### src/hw/sfs_pkg.sv
package sfs_pkg;
  localparam int unsigned CLK_HZ          = 40_000_000;
  localparam int unsigned NUM_CH          = 5;
  // Deglitch times in ns; only the typical time sets the cycle count, rounded down
  localparam int unsigned UVOV_DGL_MIN_NS = 2000;
  localparam int unsigned UVOV_DGL_TYP_NS = 3500;
  localparam int unsigned UVOV_DGL_MAX_NS = 5500;
  localparam int unsigned CP_DGL_TYP_NS   = 4000;
  localparam int unsigned CP_DGL_MAX_NS   = 6000;
  localparam int unsigned OTS_DGL_MIN_NS  = 2000;
  localparam int unsigned OTS_DGL_TYP_NS  = 5000;
  localparam int unsigned OTS_DGL_MAX_NS  = 10000;
  localparam int unsigned UVOV_DGL_CYC    = UVOV_DGL_TYP_NS / (1_000_000_000 / CLK_HZ);
  localparam int unsigned CP_DGL_CYC      = CP_DGL_TYP_NS / (1_000_000_000 / CLK_HZ);
  localparam int unsigned OTS_DGL_CYC     = OTS_DGL_TYP_NS / (1_000_000_000 / CLK_HZ);
  // Autorestart in ms
  localparam int unsigned AUTO_RESTART_MS  = 64;
  localparam int unsigned AUTO_RESTART_CYC = AUTO_RESTART_MS * (CLK_HZ / 1000);
  localparam int unsigned DGL_CW          = 10;
  // Register byte offsets
  localparam logic [7:0] ADDR_QUICK_STAT  = 8'h04;
  localparam logic [7:0] ADDR_CH_STAT     = 8'h08;
  localparam logic [7:0] ADDR_SUPV_STAT   = 8'h1C;
  localparam logic [7:0] ADDR_OUT_CTRL    = 8'h20;
  localparam logic [7:0] ADDR_CONFIG      = 8'h24;
  localparam logic [7:0] ADDR_IRQ_STAT    = 8'h28;
  localparam logic [7:0] ADDR_IRQ_MASK    = 8'h2C;
  // Field positions
  localparam int unsigned BIT_DFS         = 31;
  localparam int unsigned BIT_UVF         = 0;
  localparam int unsigned BIT_OVF         = 1;
  localparam int unsigned BIT_CPF         = 0;
  localparam int unsigned BIT_FAIL_MODE   = 0;
  localparam int unsigned BIT_WARN_SEL    = 1;
  localparam logic [1:0] RESP_OKAY        = 2'b00;
  localparam logic [1:0] RESP_SLVERR      = 2'b10;
  localparam logic [4:0] OUT_CTRL_RST     = 5'h00;
  localparam logic [1:0] CONFIG_RST       = 2'h0;
  localparam logic [3:0] IRQ_MASK_RST     = 4'h0;
endpackage

### src/hw/sfs_deglitch.sv
module sfs_deglitch import sfs_pkg::*; #(
  parameter int unsigned CYCLES = 140
) (
  input  wire logic ref_clk,   // System clock
  input  wire logic srst,      // Sync reset
  input  wire logic raw_in,    // Synchronised detector level
  output logic      filt_out   // Deglitched level
);
  localparam int unsigned CW = $clog2(CYCLES + 1);
  logic [CW-1:0] cnt_q, cnt_d;
  logic          out_q, out_d;

  always_comb begin
    cnt_d = cnt_q;
    out_d = out_q;
    if (!raw_in) begin
      cnt_d = '0;
      out_d = 1'b0;
    end else if (cnt_q == CW'(CYCLES - 1)) begin
      out_d = 1'b1;
    end else begin
      cnt_d = cnt_q + CW'(1);
    end
  end

  always_ff @(posedge ref_clk) begin
    if (srst) begin
      cnt_q <= '0;
      out_q <= 1'b0;
    end else begin
      cnt_q <= cnt_d;
      out_q <= out_d;
    end
  end

  assign filt_out = out_q;
endmodule

### src/hw/sfs_supervisor.sv
// Overview of operation
// Undervoltage held through its deglitch time switches all five outputs off.
// Deglitched undervoltage sets undervoltage flag and summary fault flag.
// Normal mode: outputs stay off after undervoltage until host rewrites on bits.
// Undervoltage flag clears only when condition gone and supervision status read.
// Fail mode restarts outputs automatically after undervoltage shutdown.
// Automatic restart retries a faulted output after about 64 ms.
// Deglitched overvoltage sets its flag and summary; clears after gone and read.
// Outputs held off until pump settles; pending turn-on executes at settle.
// Pump out of range through its deglitch time disables all outputs.
// Deglitched pump failure sets pump fault flag and summary fault flag.
// Turn-on during pump failure executes at pump valid, starting overcurrent windows.
// Pump fault flag clears only when failure gone and quick status read.
// Overtemperature shutdown deglitched about 5 us before channel off and report.
// Warning select bit: 0 chooses high threshold (reset), 1 the low one.
// Each deglitch counts only while input stays high, restarting on any drop.
// Summary fault flag is OR of latched UV, OV, pump flags, in quick, channel and supervision status.
//
// The placing of the registers and register access over AXI4-Lite were chosen for this implementation.
module sfs_supervisor import sfs_pkg::*; #(
  parameter int unsigned RESTART_CYC = AUTO_RESTART_CYC
) (
  input  wire logic              ref_clk,                  // 40 MHz clock
  input  wire logic              srst,                     // Sync reset, active high
  input  wire logic              uv_det,                   // Undervoltage detector pin
  input  wire logic              ov_det,                   // Overvoltage detector pin
  input  wire logic              pump_bad_det,             // Pump out of range pin
  input  wire logic [NUM_CH-1:0] ots_det,                  // Overtemp shutdown pins
  output logic [NUM_CH-1:0]      power_outputs,            // Channel gate enables
  output logic [NUM_CH-1:0]      high_overcurrent_window,  // Window start pulses
  output logic                   warn_threshold_select,    // 1 selects low threshold
  output logic                   irq,                      // Level interrupt
  input  wire logic [7:0]        s_axi_awaddr,             // AXI write address
  input  wire logic              s_axi_awvalid,            // AXI
  output logic                   s_axi_awready,            // AXI
  input  wire logic [31:0]       s_axi_wdata,              // AXI write data
  input  wire logic [3:0]        s_axi_wstrb,              // AXI byte strobes
  input  wire logic              s_axi_wvalid,             // AXI
  output logic                   s_axi_wready,             // AXI
  output logic [1:0]             s_axi_bresp,              // AXI
  output logic                   s_axi_bvalid,             // AXI
  input  wire logic              s_axi_bready,             // AXI
  input  wire logic [7:0]        s_axi_araddr,             // AXI read address
  input  wire logic              s_axi_arvalid,            // AXI
  output logic                   s_axi_arready,            // AXI
  output logic [31:0]            s_axi_rdata,              // AXI read data
  output logic [1:0]             s_axi_rresp,              // AXI
  output logic                   s_axi_rvalid,             // AXI
  input  wire logic              s_axi_rready              // AXI
);
  localparam int unsigned NIN = NUM_CH + 3;
  localparam int unsigned RCW = $clog2(RESTART_CYC + 1);

  // Two-stage synchronisers for every detector pin
  // Pump bit resets high so power-up stays unsettled until the pin is seen low
  localparam logic [NIN-1:0] SYNC_RST = {{(NIN-3){1'b0}}, 3'h4};
  logic [NIN-1:0] s1_q, s2_q;
  always_ff @(posedge ref_clk) begin
    if (srst) begin
      s1_q <= SYNC_RST;
      s2_q <= SYNC_RST;
    end else begin
      s1_q <= {ots_det, pump_bad_det, ov_det, uv_det};
      s2_q <= s1_q;
    end
  end

  logic              uv_f, ov_f, cp_f;
  logic [NUM_CH-1:0] ots_f;
  sfs_deglitch #(.CYCLES(UVOV_DGL_CYC)) u_dg_uv (
    .ref_clk  (ref_clk),
    .srst     (srst),
    .raw_in   (s2_q[0]),
    .filt_out (uv_f)
  );
  sfs_deglitch #(.CYCLES(UVOV_DGL_CYC)) u_dg_ov (
    .ref_clk  (ref_clk),
    .srst     (srst),
    .raw_in   (s2_q[1]),
    .filt_out (ov_f)
  );
  sfs_deglitch #(.CYCLES(CP_DGL_CYC)) u_dg_cp (
    .ref_clk  (ref_clk),
    .srst     (srst),
    .raw_in   (s2_q[2]),
    .filt_out (cp_f)
  );
  for (genvar i = 0; i < NUM_CH; i++) begin : g_ots
    sfs_deglitch #(.CYCLES(OTS_DGL_CYC)) u_dg_ots (
      .ref_clk  (ref_clk),
      .srst     (srst),
      .raw_in   (s2_q[3+i]),
      .filt_out (ots_f[i])
    );
  end

  // Register state
  logic [NUM_CH-1:0] on_cmd_q, on_cmd_d;      // Host on bits
  logic [NUM_CH-1:0] out_q, out_d;            // Gate state
  logic [NUM_CH-1:0] ots_flag_q, ots_flag_d;
  logic [NUM_CH-1:0] win_q, win_d;
  logic              settled_q, settled_d;    // Pump has settled once
  logic              uvf_q, uvf_d;
  logic              ovf_q, ovf_d;
  logic              cpf_q, cpf_d;
  logic [1:0]        cfg_q, cfg_d;
  logic [3:0]        ist_q, ist_d, imask_q, imask_d;
  logic [RCW-1:0]    rst_cnt_q, rst_cnt_d;
  logic              uv_prev_q, ov_prev_q, cp_prev_q;
  logic [NUM_CH-1:0] ots_prev_q;
  // Bus state
  logic              aw_q, aw_d;
  logic              w_q, w_d;
  logic              b_q, b_d;
  logic              r_q, r_d;
  logic [7:0]        awa_q, awa_d;
  logic [31:0]       wd_q, wd_d, rd_q, rd_d;
  logic [3:0]        ws_q, ws_d;
  logic [1:0]        br_q, br_d, rr_q, rr_d;

  function automatic logic known_addr(input logic [7:0] a);
    known_addr = (a == ADDR_QUICK_STAT) || (a == ADDR_CH_STAT) || (a == ADDR_SUPV_STAT) ||
                 (a == ADDR_OUT_CTRL) || (a == ADDR_CONFIG) || (a == ADDR_IRQ_STAT) ||
                 (a == ADDR_IRQ_MASK);
  endfunction

  logic dfs;
  assign dfs = uvf_q | ovf_q | cpf_q;

  logic supply_bad, fail_mode, do_wr, do_rd, rd_supv, rd_quick, rd_ist;
  logic [3:0] ev;
  assign supply_bad = uv_f | cp_f | !settled_q;
  assign fail_mode  = cfg_q[BIT_FAIL_MODE];
  assign do_wr      = aw_q && w_q && !b_q;
  assign do_rd      = s_axi_arvalid && s_axi_arready;
  assign rd_supv    = do_rd && (s_axi_araddr == ADDR_SUPV_STAT);
  assign rd_quick   = do_rd && (s_axi_araddr == ADDR_QUICK_STAT);
  assign rd_ist     = do_rd && (s_axi_araddr == ADDR_IRQ_STAT);
  assign ev = {|(ots_f & ~ots_prev_q), cp_f & !cp_prev_q, ov_f & !ov_prev_q, uv_f & !uv_prev_q};

  always_comb begin
    on_cmd_d   = on_cmd_q;
    cfg_d      = cfg_q;
    imask_d    = imask_q;
    ist_d      = ist_q;
    uvf_d      = uvf_q;
    ovf_d      = ovf_q;
    cpf_d      = cpf_q;
    ots_flag_d = ots_flag_q;
    settled_d  = settled_q | !s2_q[2];
    rst_cnt_d  = rst_cnt_q;
    // Read clear first so a fresh event below wins
    if (rd_supv && !uv_f) uvf_d = 1'b0;
    if (rd_supv && !ov_f) ovf_d = 1'b0;
    if (rd_quick && !cp_f) cpf_d = 1'b0;
    if (do_rd && (s_axi_araddr == ADDR_CH_STAT)) ots_flag_d = ots_flag_q & ots_f;
    if (rd_ist) ist_d = '0;
    if (uv_f) uvf_d = 1'b1;
    if (ov_f) ovf_d = 1'b1;
    if (cp_f) cpf_d = 1'b1;
    ots_flag_d = ots_flag_d | ots_f;
    ist_d = ist_d | ev;
    if (do_wr) begin
      unique case (awa_q)
        ADDR_OUT_CTRL: if (ws_q[0]) on_cmd_d = wd_q[NUM_CH-1:0];
        ADDR_CONFIG:   if (ws_q[0]) cfg_d = wd_q[1:0];
        ADDR_IRQ_MASK: if (ws_q[0]) imask_d = wd_q[3:0];
        default: ;
      endcase
    end
    // Normal mode: an undervoltage or overtemperature shutdown drops the on bit so the host must rewrite it
    if (!fail_mode) begin
      if (uv_f) on_cmd_d = '0;
      on_cmd_d = on_cmd_d & ~ots_f;
    end
    // Fail mode: hold the restart timer while undervoltage persists, then count down
    if (fail_mode && uv_f) rst_cnt_d = RCW'(RESTART_CYC);
    else if (rst_cnt_q != '0) rst_cnt_d = rst_cnt_q - RCW'(1);
  end

  // Gate drive; pending on bits pass only once the pump is settled and valid
  always_comb begin
    out_d = on_cmd_q & ~ots_f;
    if (supply_bad || (rst_cnt_q != '0)) out_d = '0;
    win_d = out_d & ~out_q;
  end

  // AXI4-Lite slave
  always_comb begin
    aw_d  = aw_q;
    w_d   = w_q;
    b_d   = b_q;
    r_d   = r_q;
    awa_d = awa_q;
    wd_d  = wd_q;
    ws_d  = ws_q;
    br_d  = br_q;
    rd_d  = rd_q;
    rr_d  = rr_q;
    if (s_axi_awvalid && s_axi_awready) begin
      aw_d  = 1'b1;
      awa_d = s_axi_awaddr;
    end
    if (s_axi_wvalid && s_axi_wready) begin
      w_d  = 1'b1;
      wd_d = s_axi_wdata;
      ws_d = s_axi_wstrb;
    end
    if (do_wr) begin
      aw_d = 1'b0;
      w_d  = 1'b0;
      b_d  = 1'b1;
      br_d = known_addr(awa_q) ? RESP_OKAY : RESP_SLVERR;
    end
    if (b_q && s_axi_bready) b_d = 1'b0;
    if (r_q && s_axi_rready) r_d = 1'b0;
    if (do_rd) begin
      r_d  = 1'b1;
      rr_d = known_addr(s_axi_araddr) ? RESP_OKAY : RESP_SLVERR;
      rd_d = '0;
      unique case (s_axi_araddr)
        ADDR_QUICK_STAT: rd_d[BIT_CPF] = cpf_q;
        ADDR_CH_STAT:    rd_d[NUM_CH-1:0] = ots_flag_q;
        ADDR_SUPV_STAT:  rd_d[1:0] = {ovf_q, uvf_q};
        ADDR_OUT_CTRL:   rd_d[NUM_CH-1:0] = on_cmd_q;
        ADDR_CONFIG:     rd_d[1:0] = cfg_q;
        ADDR_IRQ_STAT:   rd_d[3:0] = ist_q;
        ADDR_IRQ_MASK:   rd_d[3:0] = imask_q;
        default: ;
      endcase
      if (s_axi_araddr inside {ADDR_QUICK_STAT, ADDR_CH_STAT, ADDR_SUPV_STAT}) rd_d[BIT_DFS] = dfs;
    end
  end

  always_ff @(posedge ref_clk) begin
    if (srst) begin
      on_cmd_q   <= OUT_CTRL_RST;
      out_q      <= '0;
      ots_flag_q <= '0;
      win_q      <= '0;
      settled_q  <= 1'b0;
      uvf_q      <= 1'b0;
      ovf_q      <= 1'b0;
      cpf_q      <= 1'b0;
      cfg_q      <= CONFIG_RST;
      ist_q      <= '0;
      imask_q    <= IRQ_MASK_RST;
      rst_cnt_q  <= '0;
      uv_prev_q  <= 1'b0;
      ov_prev_q  <= 1'b0;
      cp_prev_q  <= 1'b0;
      ots_prev_q <= '0;
      aw_q       <= 1'b0;
      w_q        <= 1'b0;
      b_q        <= 1'b0;
      r_q        <= 1'b0;
      awa_q      <= '0;
      wd_q       <= '0;
      ws_q       <= '0;
      br_q       <= RESP_OKAY;
      rd_q       <= '0;
      rr_q       <= RESP_OKAY;
    end else begin
      on_cmd_q   <= on_cmd_d;
      out_q      <= out_d;
      ots_flag_q <= ots_flag_d;
      win_q      <= win_d;
      settled_q  <= settled_d;
      uvf_q      <= uvf_d;
      ovf_q      <= ovf_d;
      cpf_q      <= cpf_d;
      cfg_q      <= cfg_d;
      ist_q      <= ist_d;
      imask_q    <= imask_d;
      rst_cnt_q  <= rst_cnt_d;
      uv_prev_q  <= uv_f;
      ov_prev_q  <= ov_f;
      cp_prev_q  <= cp_f;
      ots_prev_q <= ots_f;
      aw_q       <= aw_d;
      w_q        <= w_d;
      b_q        <= b_d;
      r_q        <= r_d;
      awa_q      <= awa_d;
      wd_q       <= wd_d;
      ws_q       <= ws_d;
      br_q       <= br_d;
      rd_q       <= rd_d;
      rr_q       <= rr_d;
    end
  end

  // One write and one read in flight; channels stall until the answer drains
  assign s_axi_awready = !aw_q && !b_q;
  assign s_axi_wready  = !w_q && !b_q;
  assign s_axi_bvalid  = b_q;
  assign s_axi_bresp   = br_q;
  assign s_axi_arready = !r_q;
  assign s_axi_rvalid  = r_q;
  assign s_axi_rdata   = rd_q;
  assign s_axi_rresp   = rr_q;

  assign power_outputs           = out_q;
  assign high_overcurrent_window = win_q;
  assign warn_threshold_select   = cfg_q[BIT_WARN_SEL];
  assign irq                     = |(ist_q & imask_q);
endmodule

### config.mk
export PLATFORM = sky130hd
export DESIGN_NAME = sfs_supervisor
export DESIGN_NICKNAME = d
export VERILOG_FILES = /design/src/hw/sfs_pkg.sv /design/src/hw/sfs_deglitch.sv /design/src/hw/sfs_supervisor.sv
export SDC_FILE = /design/constraint.sdc
export NUM_CORES = 1
export LEC_CHECK = 0
export ABC_CLOCK_PERIOD_IN_PS = 2500
export BUFFER_PORTS_ARGS = -buffer_cell sky130_fd_sc_hd__buf_2
export CORE_AREA = 2 2 133 109
export CTS_BUF_LIST = sky130_fd_sc_hd__clkbuf_8
export DETAILED_ROUTE_END_ITERATION = 7
export DIE_AREA = 0 0 135 111
export HOLD_SLACK_MARGIN = 0.08
export PLACE_DENSITY = 0.85
export SLEW_MARGIN = 40
export SYNTH_ARGS = -nofsm -noshare
export SYNTH_HDL_FRONTEND = slang
export SYNTH_HIERARCHICAL = 1
export SYNTH_SLANG_ARGS = --single-unit
### constraint.sdc
create_clock -name ref_clk -period 2.5 [get_ports ref_clk]
set_input_delay 0.5 -clock ref_clk [delete_from_list [all_inputs] [get_ports ref_clk]]
set_output_delay 0.5 -clock ref_clk [all_outputs]
set_load 0.01 [all_outputs]
After elaboration in Yosys (flattened, before gate mapping). Cells that the tools add are included.

Register bits after elaboration: 180. Bits of input ports: 67. Output and inout bits: 53. Word-level logic and storage cells: 193.

$add $sub $neg: 9. Equal/unequal tests: 22. Multiplexer cells: 26. Bitwise gates (word level): 27. Reduce and logical (&&, ||, !) cells: 64.

Operators by type and width (number): adder 8 x 1 -> 8 bit, second input constant (8); equality test 8 x 6 -> 1 bit, second input constant (8); equality test 8 bit, second input constant (8); 2-to-1 mux 22 bit (2); 2-to-1 mux 5 bit (8); bitwise AND 5 bit (5); nonzero test 22 bit (1); OR reduction 2 bit (11); subtractor 22 x 1 -> 22 bit, second input constant (1); logical AND 1 bit (17); equality test 8 x 3 -> 1 bit, second input constant (2); equality test 8 x 4 -> 1 bit, second input constant (2); equality test 8 x 5 -> 1 bit, second input constant (2); inverter 5 bit (3); logical OR 1 bit (13); logical NOT 1 bit (12); nonzero test 2 bit (5); 2-to-1 mux 1 bit (9); inverter 1 bit (8); one-hot mux 2 bit (4 select lines) (1); one-hot mux 1 bit (7 select lines) (1); one-hot mux 1 bit (6 select lines) (1); AND reduction 3 bit (2); OR 1 bit (5); other kinds (10) (13).

Longest topological paths before layout.
Depth in word-level cells: 8. Mapped depth: 7. Gate-level depth less buffers: 6.

Modules after synthesis. The synthesis kept the hierarchy.

Modules (own cells, without submodules): sfs_supervisor (instances 1, cells an instance 514, area each 4644.5 um^2, sequential area each 2122.0 um^2); sfs_deglitch (g_ots[0].u_dg_ots ...) (instances 5, cells an instance 42, area each 406.6 um^2, sequential area each 180.2 um^2); sfs_deglitch (u_dg_ov ...) (instances 2, cells an instance 43, area each 401.6 um^2, sequential area each 180.2 um^2); sfs_deglitch (u_dg_cp) (instances 1, cells an instance 48, area each 422.9 um^2, sequential area each 180.2 um^2).

Worst setup path before layout. Ideal clock, no wire load.

Path kind: input to register. From: input port s_axi_araddr[1]. To: register ist_q[3]. Library setup time: 128 ps. Data arrival time: 2103 ps. Required time: 2372 ps. Slack: 269 ps. Cell stages on the path: 4. Path buffers: 0. Path through: or4_1 or4_1 a2111oi_0 nor2_1.

Longest elaborated chain between the ends: 4.

RTL lines: start, declared (line sfs_supervisor.sv:43) `input wire logic [7:0] s_axi_araddr,`; equality test 8 x 6 -> 1 bit (line sfs_supervisor.sv:138) `assign rd_ist = do_rd && (s_axi_araddr == ADDR_IRQ_STAT);`; logical AND 1 bit (line sfs_supervisor.sv:138); 2-to-1 mux 4 bit (line sfs_supervisor.sv:157) `if (rd_ist) ist_d = '0;`; OR 4 bit (line sfs_supervisor.sv:162) `ist_d = ist_d | ev;`; end signal, assigned (line sfs_supervisor.sv:273) `ist_q <= ist_d;`; end, declared (line sfs_supervisor.sv:107) `logic [3:0] ist_q, ist_d, imask_q, imask_d;`.

Every way passes these cells. A chain may end at the register's enable or synchronous reset.

Worst setup path after layout.
From: register rst_cnt_q[8]. To: register rst_cnt_q[17].

Longest elaborated chain between the ends: 3. Elaborated cells on any way between the ends: 5. Classes of those cells: 1 x add/sub; 2 x mux; 2 x reduce/logical.

RTL lines: start, declared (line sfs_supervisor.sv:108) `logic [RCW-1:0] rst_cnt_q, rst_cnt_d;`; start signal, assigned (line sfs_supervisor.sv:275) `rst_cnt_q <= rst_cnt_d;`; subtractor 22 x 1 -> 22 bit (line sfs_supervisor.sv:178) `else if (rst_cnt_q != '0) rst_cnt_d = rst_cnt_q - RCW'(1);`; 2-to-1 mux 22 bit (line sfs_supervisor.sv:178); 2-to-1 mux 22 bit (line sfs_supervisor.sv:177) `if (fail_mode && uv_f) rst_cnt_d = RCW'(RESTART_CYC);`.

Parallel ways exist; a longest one is shown, timed or not. The select of a mux whose other input is x is not followed.

==> out/qor.csv <==
stage,metric,value,unit
clock_tree,Clock Pin Slew Worst Setup and Hold Paths,0.09,ns
status,status,finished clean,
layout,antenna fix cells,0,
logic_synthesis,largest cells by area after synthesis,"dfxtp_1 (45%), a21oi_1 (4.0%), nand2_1 (3.5%), mux2i_1 (3.3%), nor2_1 (2.8%)",
power,Leak,3.32,nW
clock_tree,Post-CTS Setup Repair Bufs,0,
global_routing,GRT overflow,0,
layout,layout cells sized above 1,16.5,%
global_routing,pin count of the biggest net entering global routing,73,
worst_hold_path,Hold Crit Class,in2reg,
clock_tree,clk root buf,clkbuf_8,
clock_tree,CTS buffer count,17,
floorplan,Die Area,0.0150,mm²
global_routing,GR Util met3,5.62,%
floorplan,Starting Density,57.0,%
clock_tree,Max clock buf depth,2,
timing,Post-Route Setup TNS,0,ns
logic_synthesis,"Seq/Total Area, Yosys",45.1,%
logic_synthesis,Netlist cell types,67,
clock_tree,clock sink count,178,
flow_run,max_cap viols,0,
global_routing,GRT Overall Usage,22.0,%
detailed_routing,DRC Markers,0,
timing,Pins Over Slew Limit,0,
clock_tree,H-tree level count,4,
detailed_routing,iteration-0 DRC count of the detailed router,345,
detailed_routing,total number of vias,6327,
setup_path,CP Capture Type,register,
power,power per cell area,818,mW/mm²
timing,Final Setup Violations,0,
floorplan,core footprint,0.0139,mm²
floorplan,Die H,111,µm
logic_synthesis,Post-Syn Area,0.00790,mm²
floorplan,Die W,135,µm
timing,fin crit share,95.1,%
logic_synthesis,Synth Instances,858,
logic_synthesis,syn_area_per_cell,9.21,µm²
layout,fin area,0.00877,mm²
floorplan,FP Rows,39,
timing,hold_ws,0.235,ns
place,dpl cell area,0.00833,mm²
setup_path,Critical Path AT,2.74,ns
layout,nets@finish,999,
timing,RSZ-0062 raised after global routing,no,
global_routing,Top Usage Layer GRT,met2,
logic_synthesis,"Top FF cell, synth",dfxtp_1,
logic_synthesis,Synth top area share,45.1,%
clock_tree,cts hold-fix bufs,0,
logic_synthesis,asr flop ratio synth,0,%
logic_synthesis,most common cell in the netlist,dfxtp_1,
setup_path,CP required,2.87,ns
detailed_routing,DR pass1 iterations,5,
power,worst vdd ir,479,µV
timing,worst slew pin tran,0.571,ns
global_routing,initial antenna violation count,1,
clock_tree,CTS tree,yes,
logic_synthesis,number of synthesized flops with an enable pin,0,
clock_tree,clk_lat worst skew,0.45,ns
floorplan,IO Count,120,
global_routing,vias in the first global route,5686,
detailed_routing,final WL,16100,µm
logic_synthesis,Synth top cells by count,"dfxtp_1 (178), nand2_1 (74), a21oi_1 (63)",
logic_synthesis,Synth area leader,dfxtp_1,
setup_path,startpoint types,register,
layout,"Area growth, synth to finish",11.0,%
setup_path,"Worst Path Class, Setup",reg2reg,
logic_synthesis,Ys Warns,6,
logic_synthesis,Seq cells post-synth,178,
place,post-detail-place hpwl,11200,µm
setup_path,Crit Path Max Fanout,7,
timing,relative slew slack,60.9,%
timing,Fin. Hold Viols,0,
timing,f_max,421,MHz
timing,fin crit period,2.38,ns
clock_tree,cts repair resizes,0,
global_routing,first-pass GRT wire length,27000,µm
timing,final setup skew,0.0101,ns
detailed_routing,Via-to-Cell Ratio,5.65,
detailed_routing,DR WL/cell,14.4,µm
place,GPL Wtd Cong,0.834,
global_routing,met1 Use GR,29.5,%
global_routing,M2 GR Usage,35.3,%
detailed_routing,ANT nets after route,0,
place,port bufs,61,
-- placed cells by master (no fill, tap or decap), types with 16 or more instances in the layout --
cell	n
dfxtp_1	178
nand2_1	74
a21oi_1	62
buf_2	61
nor2_1	59
nor2b_1	35
o21ai_0	31
conb_1	28
nand3_1	26
mux2i_1	26
or3_1	21
nand2b_1	20
clkbuf_8	20
xor2_1	20
or4_1	18
nor3_1	18
nand4_1	17
inv_1	16
-- worst max-delay path, cell delays in order, from the launching register on --
cell and delay, ns:
dfxtp_1 0.37, or4_1 0.63, or4_4 0.58, or4_1 0.51, a31oi_1 0.21
-- layout make-up --
type / instances / area, µm²
Tap cell: 184 / 230
Sequential cell: 178 / 3560
Fill cell: 1147 / 5090
Inverter: 15 / 56.3
Timing Repair Buffer: 74 / 415
Clock inverter: 12 / 154
Multi-Input combinational cell: 636 / 4080
Clock buffer: 20 / 275
-- kinds of logic (layout without fill, tap and decap cells) --
family | after synthesis | in the layout | synth area share [%]
buffers and inverters | 71 | 121 | 4.78
multiplexers | 30 | 30 | 4.15
AND/OR/NAND/NOR | 370 | 370 | 27.8
adder cells (fa/ha/maj) | 10 | 10 | 1.58
AO/OA/AOI/OAI | 174 | 174 | 13.9
flip-flops | 178 | 178 | 45.1
XOR/XNOR | 24 | 24 | 2.66
other | 1 | 28 | 0.0474
-- sequential cells by signal (all words and copies together) (netlist names), 6 cells and up --
register / cells
u_dg_uv/cnt_q: 8
u_dg_ov/cnt_q: 8
g_ots.u_dg_ots/cnt_q: 40
u_dg_cp/cnt_q: 8
s1_q: 8
s_axi_rdata: 6
rst_cnt_q: 22
s2_q: 8
awa_q: 8
-- metrics by stage --
step	total power [mW]	setup slack (ns)	utilization (%)	std cells
2_1_floorplan	4.60	0.269	-	885
3_3_place_gp	5.00	0.103	60.1	1087
3_5_place_dp	5.05	0.0141	60.1	1087
4_1_cts	7.16	0.0555	63.2	1119
5_1_grt	7.56	0.0591	63.3	1119
6_report	7.18	0.123	63.3	1119
-- power by group --
| group | internal (mW) | total [mW] | switching (mW) |
|---|---|---|---|
| combinational | 0.760 | 1.82 | 1.06 |
| clock | 1.07 | 2.10 | 1.03 |
| sequential | 3.03 | 3.26 | 0.222 |
| total | 4.87 | 7.18 | 2.31 |
-- worst paths after layout --
path	from	endpoint	cells past startpoint	slack (ns)
hold / removal	pump_bad_det	s1_q[2]$_SDFF_PP1_	2	0.23
setup / recovery	rst_cnt_q[8]$_SDFFE_PP0P_	rst_cnt_q[17]$_SDFFE_PP0P_	4	0.12
hold reg to reg	s1_q[2]$_SDFF_PP1_	s2_q[2]$_SDFF_PP1_	1	0.43
setup reg to reg	rst_cnt_q[8]$_SDFFE_PP0P_	rst_cnt_q[17]$_SDFFE_PP0P_	4	0.12
-- metal layers --
layer,up-vias,routed length [µm]
met5,-,13
met2,129,7530
met3,20,807
li1,3176,-
met1,3000,7500
met4,2,221
(Power assumes the default switching activity.)
